### src/include/pebs_pkg.sv
// package: register map, field layout and types for the edge blank source block
`default_nettype none
package pebs_pkg;
	localparam logic [11:0] PEBS_RISE_SRC_OFF = 12'h000;
	localparam logic [11:0] PEBS_FALL_SRC_OFF = 12'h004;
	localparam logic [11:0] PEBS_MODE_OFF = 12'h008;
	localparam logic [11:0] PEBS_STATUS_OFF = 12'h00c;
	localparam int PEBS_PIN_BIT = 7;
	localparam int PEBS_CMP3_BIT = 3;
	localparam int PEBS_CMP2_BIT = 2;
	localparam int PEBS_CMP1_BIT = 1;
	localparam logic [7:0] PEBS_SRC_IMPL_MASK = 8'h8e;
	localparam logic [7:0] PEBS_SRC_RESET = 8'h00;
	localparam int PEBS_RISE_MODE_LSB = 0;
	localparam int PEBS_FALL_MODE_LSB = 4;
	localparam logic [7:0] PEBS_MODE_IMPL_MASK = 8'h33;
	localparam logic [7:0] PEBS_MODE_RESET = 8'h00;
	localparam logic [1:0] PEBS_MODE_NONE = 2'h0;
	localparam logic [1:0] PEBS_MODE_IMMEDIATE = 2'h1;
	localparam logic [7:0] PEBS_DURATION_RESET = 8'h00;
	localparam logic [31:0] PEBS_READ_ZERO = 32'h0000_0000;

	typedef struct packed {
		logic pin;
		logic cmp3;
		logic cmp2;
		logic cmp1;
	} pebs_src_t;

	typedef enum logic [1:0] {
		PEBS_IDLE,
		PEBS_BLANK_RISE,
		PEBS_BLANK_FALL
	} pebs_state_t;
endpackage
`default_nettype wire

### src/pebs_blank_timer.sv
// module: blanking interval timer started at output edges
`default_nettype none
module pebs_blank_timer
	import pebs_pkg::*;
(
	input wire logic clk_sys_i,
	input wire logic srst_i,
	input wire logic rise_edge_i,
	input wire logic fall_edge_i,
	input wire logic [1:0] rise_blank_mode_i,
	input wire logic [1:0] fall_blank_mode_i,
	input wire logic [7:0] duration_i,
	output pebs_state_t state_o
);
	pebs_state_t state_reg;
	logic [7:0] count_reg;

	// a new edge restarts the interval; falling wins if both edges coincide
	always_ff @(posedge clk_sys_i) begin
		if (srst_i) begin
			state_reg <= PEBS_IDLE;
			count_reg <= 8'h00;
		end else if (fall_edge_i && fall_blank_mode_i == PEBS_MODE_IMMEDIATE
			&& duration_i != 8'h00) begin
			state_reg <= PEBS_BLANK_FALL;
			count_reg <= duration_i;
		end else if (rise_edge_i && rise_blank_mode_i == PEBS_MODE_IMMEDIATE
			&& duration_i != 8'h00) begin
			state_reg <= PEBS_BLANK_RISE;
			count_reg <= duration_i;
		end else begin
			case (state_reg)
				PEBS_IDLE: begin
					count_reg <= 8'h00;
				end
				PEBS_BLANK_RISE, PEBS_BLANK_FALL: begin
					if (count_reg <= 8'h01) begin
						state_reg <= PEBS_IDLE;
						count_reg <= 8'h00;
					end else begin
						count_reg <= count_reg - 8'h01;
					end
				end
				default: begin
					state_reg <= PEBS_IDLE;
					count_reg <= 8'h00;
				end
			endcase
		end
	end

	assign state_o = state_reg;

	a_blank_ends: assert property (@(posedge clk_sys_i) disable iff (srst_i)
		(state_reg != PEBS_IDLE && count_reg == 8'h01 && !rise_edge_i && !fall_edge_i)
		|=> state_reg == PEBS_IDLE)
		else $error("blanking interval did not end");
	a_rise_start: assert property (@(posedge clk_sys_i) disable iff (srst_i)
		(rise_edge_i && !fall_edge_i && rise_blank_mode_i == PEBS_MODE_IMMEDIATE
		&& duration_i != 8'h00) |=> state_reg == PEBS_BLANK_RISE)
		else $error("rising blank did not start");
	a_fall_start: assert property (@(posedge clk_sys_i) disable iff (srst_i)
		(fall_edge_i && fall_blank_mode_i == PEBS_MODE_IMMEDIATE && duration_i != 8'h00)
		|=> state_reg == PEBS_BLANK_FALL)
		else $error("falling blank did not start");
endmodule
`default_nettype wire

### src/pebs_edge_blank.sv
// module: edge blank source select with apb registers and event gating
//
// The address map and register access over APB were decided locally.
`default_nettype none
module pebs_edge_blank
	import pebs_pkg::*;
(
	input wire logic clk_sys_i,
	input wire logic srst_i,
	input wire logic psel_i,
	input wire logic penable_i,
	input wire logic pwrite_i,
	input wire logic [11:0] paddr_i,
	input wire logic [31:0] pwdata_i,
	input wire logic [3:0] pstrb_i,
	output logic [31:0] prdata_o,
	output logic pready_o,
	output logic pslverr_o,
	input wire logic rise_edge_i,
	input wire logic fall_edge_i,
	input wire pebs_src_t event_raw_i,
	output pebs_src_t event_o,
	output logic blank_active_o
);
	logic [7:0] rise_src_reg;
	logic [7:0] fall_src_reg;
	logic [7:0] mode_reg;
	logic [7:0] duration_reg;
	logic wr_en;
	logic rd_en;
	logic mapped;
	pebs_state_t blank_state;
	logic [7:0] active_mask;
	pebs_src_t event_next;
	logic [3:0] rise_mask_vec;
	logic [3:0] fall_mask_vec;

	function automatic pebs_src_t src_of(input logic [7:0] r);
		src_of.pin = r[PEBS_PIN_BIT];
		src_of.cmp3 = r[PEBS_CMP3_BIT];
		src_of.cmp2 = r[PEBS_CMP2_BIT];
		src_of.cmp1 = r[PEBS_CMP1_BIT];
	endfunction

	function automatic logic is_mapped(input logic [11:0] a);
		is_mapped = (a == PEBS_RISE_SRC_OFF) || (a == PEBS_FALL_SRC_OFF)
			|| (a == PEBS_MODE_OFF) || (a == PEBS_STATUS_OFF);
	endfunction

	// zero wait states; unmapped addresses answer with pslverr
	assign mapped = is_mapped(paddr_i);
	assign pready_o = 1'b1;
	assign pslverr_o = psel_i && penable_i && !mapped;
	assign wr_en = psel_i && penable_i && pwrite_i && pstrb_i[0] && mapped;
	assign rd_en = psel_i && !penable_i && !pwrite_i;

	// unimplemented bits never store, so they read back zero
	always_ff @(posedge clk_sys_i) begin
		if (srst_i) begin
			rise_src_reg <= PEBS_SRC_RESET;
		end else if (wr_en && paddr_i == PEBS_RISE_SRC_OFF) begin
			rise_src_reg <= pwdata_i[7:0] & PEBS_SRC_IMPL_MASK;
		end
	end

	always_ff @(posedge clk_sys_i) begin
		if (srst_i) begin
			fall_src_reg <= PEBS_SRC_RESET;
		end else if (wr_en && paddr_i == PEBS_FALL_SRC_OFF) begin
			fall_src_reg <= pwdata_i[7:0] & PEBS_SRC_IMPL_MASK;
		end
	end

	always_ff @(posedge clk_sys_i) begin
		if (srst_i) begin
			mode_reg <= PEBS_MODE_RESET;
			duration_reg <= PEBS_DURATION_RESET;
		end else if (wr_en && paddr_i == PEBS_MODE_OFF) begin
			mode_reg <= pwdata_i[7:0] & PEBS_MODE_IMPL_MASK;
			duration_reg <= pwdata_i[15:8];
		end
	end

	// read data registered in setup, valid in the access phase
	always_ff @(posedge clk_sys_i) begin
		if (srst_i) begin
			prdata_o <= PEBS_READ_ZERO;
		end else if (rd_en) begin
			case (paddr_i)
				PEBS_RISE_SRC_OFF: prdata_o <= {24'h000000, rise_src_reg};
				PEBS_FALL_SRC_OFF: prdata_o <= {24'h000000, fall_src_reg};
				PEBS_MODE_OFF: prdata_o <= {16'h0000, duration_reg, mode_reg};
				PEBS_STATUS_OFF: prdata_o <= {30'h00000000, blank_state};
				default: prdata_o <= PEBS_READ_ZERO;
			endcase
		end
	end

	pebs_blank_timer u_timer (
		.clk_sys_i(clk_sys_i),
		.srst_i(srst_i),
		.rise_edge_i(rise_edge_i),
		.fall_edge_i(fall_edge_i),
		.rise_blank_mode_i(mode_reg[PEBS_RISE_MODE_LSB +: 2]),
		.fall_blank_mode_i(mode_reg[PEBS_FALL_MODE_LSB +: 2]),
		.duration_i(duration_reg),
		.state_o(blank_state)
	);

	always_comb begin
		case (blank_state)
			PEBS_BLANK_RISE: active_mask = rise_src_reg;
			PEBS_BLANK_FALL: active_mask = fall_src_reg;
			default: active_mask = 8'h00;
		endcase
	end

	// dropped, not held: a blanked event is simply gone
	assign event_next = event_raw_i & ~src_of(active_mask);

	always_ff @(posedge clk_sys_i) begin
		if (srst_i) begin
			event_o <= '0;
			blank_active_o <= 1'b0;
		end else begin
			event_o <= event_next;
			blank_active_o <= (blank_state != PEBS_IDLE);
		end
	end

	// flat views so the per-source checks can index one bit
	assign rise_mask_vec = src_of(rise_src_reg);
	assign fall_mask_vec = src_of(fall_src_reg);

	// one set of checks for each bit of the event struct
	for (genvar g = 0; g < 4; g++) begin : g_src_chk
		a_rise_blanked: assert property (@(posedge clk_sys_i) disable iff (srst_i)
			(blank_state == PEBS_BLANK_RISE && rise_mask_vec[g]) |=> !event_o[g])
			else $error("rising-blanked source event passed");
		a_fall_blanked: assert property (@(posedge clk_sys_i) disable iff (srst_i)
			(blank_state == PEBS_BLANK_FALL && fall_mask_vec[g]) |=> !event_o[g])
			else $error("falling-blanked source event passed");
		a_rise_open: assert property (@(posedge clk_sys_i) disable iff (srst_i)
			(blank_state == PEBS_BLANK_RISE && !rise_mask_vec[g])
			|=> event_o[g] == $past(event_raw_i[g]))
			else $error("unmasked source lost in rising blank");
		a_fall_open: assert property (@(posedge clk_sys_i) disable iff (srst_i)
			(blank_state == PEBS_BLANK_FALL && !fall_mask_vec[g])
			|=> event_o[g] == $past(event_raw_i[g]))
			else $error("unmasked source lost in falling blank");
	end

	a_src_pin_masked: assert property (@(posedge clk_sys_i) disable iff (srst_i)
		(blank_state == PEBS_BLANK_FALL && fall_src_reg[PEBS_PIN_BIT]) |=> !event_o.pin)
		else $error("falling-blanked pin event passed");
	a_src_cmp_masked: assert property (@(posedge clk_sys_i) disable iff (srst_i)
		(blank_state == PEBS_BLANK_RISE && rise_src_reg[PEBS_CMP1_BIT]) |=> !event_o.cmp1)
		else $error("rising-blanked comparator event passed");
	a_idle_passes: assert property (@(posedge clk_sys_i) disable iff (srst_i)
		(blank_state == PEBS_IDLE) |=> event_o == $past(event_raw_i))
		else $error("event lost outside blanking");
	a_unimpl_zero: assert property (@(posedge clk_sys_i) disable iff (srst_i)
		((rise_src_reg | fall_src_reg) & ~PEBS_SRC_IMPL_MASK) == 8'h00)
		else $error("unimplemented source bit set");
	a_reset_clears: assert property (@(posedge clk_sys_i)
		srst_i |=> rise_src_reg == 8'h00 && fall_src_reg == 8'h00)
		else $error("mask bits not cleared by reset");
	a_reset_outputs: assert property (@(posedge clk_sys_i)
		srst_i |=> event_o == '0 && !blank_active_o && prdata_o == PEBS_READ_ZERO)
		else $error("outputs not cleared by reset");
	a_write_stores: assert property (@(posedge clk_sys_i) disable iff (srst_i)
		(wr_en && paddr_i == PEBS_RISE_SRC_OFF)
		|=> rise_src_reg == ($past(pwdata_i[7:0]) & PEBS_SRC_IMPL_MASK))
		else $error("rising source write lost");
	a_fall_stores: assert property (@(posedge clk_sys_i) disable iff (srst_i)
		(wr_en && paddr_i == PEBS_FALL_SRC_OFF)
		|=> fall_src_reg == ($past(pwdata_i[7:0]) & PEBS_SRC_IMPL_MASK))
		else $error("falling source write lost");
	a_strb_ignored: assert property (@(posedge clk_sys_i) disable iff (srst_i)
		(psel_i && penable_i && pwrite_i && !pstrb_i[0])
		|=> $stable(rise_src_reg) && $stable(fall_src_reg))
		else $error("write without byte strobe stored");
	a_read_rise: assert property (@(posedge clk_sys_i) disable iff (srst_i)
		(rd_en && paddr_i == PEBS_RISE_SRC_OFF)
		|=> prdata_o == {24'h000000, $past(rise_src_reg)})
		else $error("rising source read wrong");
	a_read_fall: assert property (@(posedge clk_sys_i) disable iff (srst_i)
		(rd_en && paddr_i == PEBS_FALL_SRC_OFF)
		|=> prdata_o == {24'h000000, $past(fall_src_reg)})
		else $error("falling source read wrong");
	a_mode_read: assert property (@(posedge clk_sys_i) disable iff (srst_i)
		(rd_en && paddr_i == PEBS_MODE_OFF)
		|=> prdata_o[7:0] == $past(mode_reg))
		else $error("mode read wrong");
	a_status_read: assert property (@(posedge clk_sys_i) disable iff (srst_i)
		(rd_en && paddr_i == PEBS_STATUS_OFF)
		|=> prdata_o[1:0] == $past(blank_state))
		else $error("status read wrong");
	a_mode_none: assert property (@(posedge clk_sys_i) disable iff (srst_i)
		(mode_reg == PEBS_MODE_RESET && blank_state == PEBS_IDLE) |=> blank_state == PEBS_IDLE)
		else $error("blanking began with both modes off");
	a_reserved_rise: assert property (@(posedge clk_sys_i) disable iff (srst_i)
		(rise_edge_i && !fall_edge_i && blank_state == PEBS_IDLE
		&& mode_reg[PEBS_RISE_MODE_LSB +: 2] != PEBS_MODE_IMMEDIATE) |=> blank_state == PEBS_IDLE)
		else $error("rising blank began outside immediate mode");
	a_reserved_fall: assert property (@(posedge clk_sys_i) disable iff (srst_i)
		(fall_edge_i && !rise_edge_i && blank_state == PEBS_IDLE
		&& mode_reg[PEBS_FALL_MODE_LSB +: 2] != PEBS_MODE_IMMEDIATE) |=> blank_state == PEBS_IDLE)
		else $error("falling blank began outside immediate mode");
	a_zero_duration: assert property (@(posedge clk_sys_i) disable iff (srst_i)
		((rise_edge_i || fall_edge_i) && duration_reg == 8'h00
		&& blank_state == PEBS_IDLE) |=> blank_state == PEBS_IDLE)
		else $error("blanking began with zero duration");
	a_active_follows: assert property (@(posedge clk_sys_i) disable iff (srst_i)
		1'b1 |=> blank_active_o == ($past(blank_state) != PEBS_IDLE))
		else $error("blank active flag out of step");
endmodule
`default_nettype wire

### config.mk
export PLATFORM = sky130hd
export DESIGN_NAME = pebs_edge_blank
export DESIGN_NICKNAME = d
export VERILOG_FILES = /design/src/include/pebs_pkg.sv /design/src/pebs_blank_timer.sv /design/src/pebs_edge_blank.sv
export SDC_FILE = /design/constraint.sdc
export NUM_CORES = 1
export LEC_CHECK = 0
export ABC_AREA = 0
export BUFFER_PORTS_ARGS = -buffer_cell sky130_fd_sc_hd__clkbuf_2
export CAP_MARGIN = 20
export CELL_PAD_IN_SITES_DETAIL_PLACEMENT = 2
export CELL_PAD_IN_SITES_GLOBAL_PLACEMENT = 2
export CORE_MARGIN = 3
export CORE_UTILIZATION = 31
export CTS_BUF_LIST = sky130_fd_sc_hd__clkbuf_8
export DETAILED_ROUTE_END_ITERATION = 10
export PLACE_DENSITY_LB_ADDON = 0.1
export SLEW_MARGIN = 15
export SYNTH_ARGS = -nofsm -noshare
export SYNTH_HDL_FRONTEND = slang
export SYNTH_SLANG_ARGS = --single-unit
### constraint.sdc
create_clock -name clk_sys_i -period 4.4 [get_ports clk_sys_i]
set_clock_uncertainty 0.1 [all_clocks]
set_input_delay 0.88 -clock clk_sys_i [delete_from_list [all_inputs] [get_ports clk_sys_i]]
set_output_delay 0.88 -clock clk_sys_i [all_outputs]
set_load 0.01 [all_outputs]
==> results by group <==
Power
  • Leak Pwr: 1.149 nW
  • Pwr dens: 292.1 mW/mm^2
  • Total power: 834.0 uW
  • VDD IR-drop max: 0.1339 mV

STA
  • Hold Worst Slack: 0.3540 ns
  • Relative slew slack: 40.17%
  • Final Slew Violations: 0
  • Fin Setup TNS: 0 ns
  • RSZ-0062 raised after global routing: no
  • Worst-margin pin slew: 0.8974 ns
  • Fmax achieved: 0.3343 GHz
  • Final Hold Viols: 0
  • Worst setup margin: 1.408 ns
  • Final period util: 67.99%
  • Final setup viols: 0
  • Final min period: 2.992 ns

Die
  • Die Span Y: 95.15 um
  • Die width: 95.15 um
  • Die Area: 0.009053 mm^2
  • IO Count: 98
  • Core footprint: 0.007486 mm^2
  • Starting density of the core: 32.91%
  • Row cnt: 31

Drt
  • Antenna-violating nets left: 0
  • Detailed Route Iter0 Violations: 65
  • # DRC: 0
  • Mean number of vias per cell: 4.920
  • DR WL/cell: 15.77 um
  • DR pass1 iterations: 2
  • Final wirelength: 6465 um
  • Routed via count: 2017

Critical path
  • Critical path start-end classification: in -> out
  • CP cell instances: clkbuf_2, nor4_2, nand3_2, and3_1, clkbuf_2
  • Most frequent CP cell: clkbuf_2
  • Max stage delay cell, worst path: nor4_2
  • CP peak stage delay: 0.39 ns
  • WP data arrival: 2.01 ns
  • Setup crit end kind: output port
  • Required time worst endpoint: 3.42 ns
  • CP Max Fanout: 10
  • CP Launch Type: input pin

Logic synthesis
  • Yosys warnings: 0
  • Mapped cell area: 0.002464 mm^2
  • Async SR Flop Fraction: 0%
  • Post-synth top cells: 50 x dfxtp_1, 25 x nand2b_1, 19 x buf_4
  • Main synth FF type: dfxtp_1
  • Post-synth top area share: 40.63%
  • Post-Syn Instances: 257
  • Register area share after synthesis: 40.63%
  • Synth unique cells: 47
  • Mean post-synth cell area: 9.586 um^2
  • Top-count cell post-synth: dfxtp_1
  • Number of synthesized flops with an enable pin: 0
  • Synth Register Bits: 50
  • Top cells by area, synth: dfxtp_1 41%, mux2i_1 6.5%, nand2b_1 6.3%, buf_4 5.8%, a22o_1 3.2%
  • Post-synthesis cell type with the largest combined area: dfxtp_1

Finish
  • Layout cell share with drive strength beyond 1: 27.33%
  • Post-layout util: 38.14%
  • # diodes: 0
  • Finished Layout Cells: 410
  • Max FFs per register: 15
  • Synthesis-to-finish area growth: 15.90%
  • Finished Cell Area: 0.002855 mm^2
  • Final #Nets: 374

Global route
  • First-pass GRT wire length: 10370 um
  • Vias in the first global route: 2066
  • Pin count of the biggest net entering global routing: 49
  • Initial antenna violation count: 0
  • Grt ovf: 0
  • Total GRT Usage: 14.86%

Hold path
  • Hold crit path type: reg -> reg

Clocking
  • Num CTS Buffers: 5
  • CTS sink count: 50
  • Htree depth: 2
  • Worst skew pair latency: 0.31 ns
  • Post-CTS Resized: 0
  • Clock Path Buffers: 2
  • CTS tree: yes
  • Post-CTS Setup Repair Bufs: 0
  • Worst-path clk slew: 0.09 ns
  • Hold Buf Count CTS: 0
  • CTS Root Cell: clkbuf_8

Run
  • Max-cap viol count: 0

Place
  • Pre-CTS setup slack: 1.337 ns
  • RePlAce Congestion: 0.7428
  • Hpwl dp: 4930 um
  • Placed cell areas: 0.002749 mm^2
  • Dpl cells: 402
  • I/O Buffers: 59

Run status
  • Outcome: completed
## worst paths after layout
check                            start              endpoint  slack, ns  cells past startpoint
setup / recovery            paddr_i[1]             pslverr_o       1.41                      5
hold / removal             prdata_o[3]           prdata_o[3]       0.35                      2
setup reg to reg  u_timer.count_reg[0]  u_timer.count_reg[4]       2.27                      6
hold reg to reg            prdata_o[3]           prdata_o[3]       0.35                      2
## worst max-delay path, delay by kind of cell
family	cells	cell delay, ns
simple gates	3	0.92
buf+inv	2	0.21
## area by class of cell
cell class	instances	area [um^2]
clock buffer	5	68.82
tap	99	123.9
timing repair buffer	60	302.8
sequential	50	1001
multi-input combinational	188	1303
inverter	5	18.77
fill	878	4631
clock inverter	3	37.54
## metal layers
layer / track usage (%) / routed length (um) / up-vias
li1: - / - / 984
met1: 20.78 / 3148 / 968
met2: 23.15 / 2934 / 60
met3: 2.605 / 291 / 5
met4: 4.688 / 92 / 0
met5: 0 / 0 / -
## power breakdown
group	switching [mW]	internal, mW	total [mW]
logic	0.0337	0.0237	0.0575
registers	0.000464	0.454	0.454
clock network	0.156	0.166	0.322
total	0.190	0.644	0.834
## cells in the final DEF, fill, tap and decap left out, types with 7 or more instances in the layout
cell,Yosys,layout
a21oi_1,12,12
mux2i_1,16,16
nand2b_1,25,25
dfxtp_1,50,50
inv_1,5,7
nor2_1,14,14
nand2_1,11,11
o21ai_0,12,12
conb_1,2,18
clkbuf_2,0,59
a22o_1,9,9
## cell families (layout without fill, tap and decap cells)
| logic type | Yosys count | count (layout) | share of synthesized area (%) |
|---|---|---|---|
| AND/OR/NAND/NOR | 91 | 91 | 23.16 |
| AO/OA/AOI/OAI | 52 | 52 | 15.14 |
| flip-flops | 50 | 50 | 40.63 |
| buffers and inverters | 35 | 73 | 8.939 |
| multiplexers | 18 | 18 | 7.872 |
| adder cells (fa/ha/maj) | 5 | 5 | 2.539 |
| XOR/XNOR | 4 | 4 | 1.422 |
| other | 2 | 18 | 0.3048 |
No activity file was read; power rests on OpenSTA's default activity.
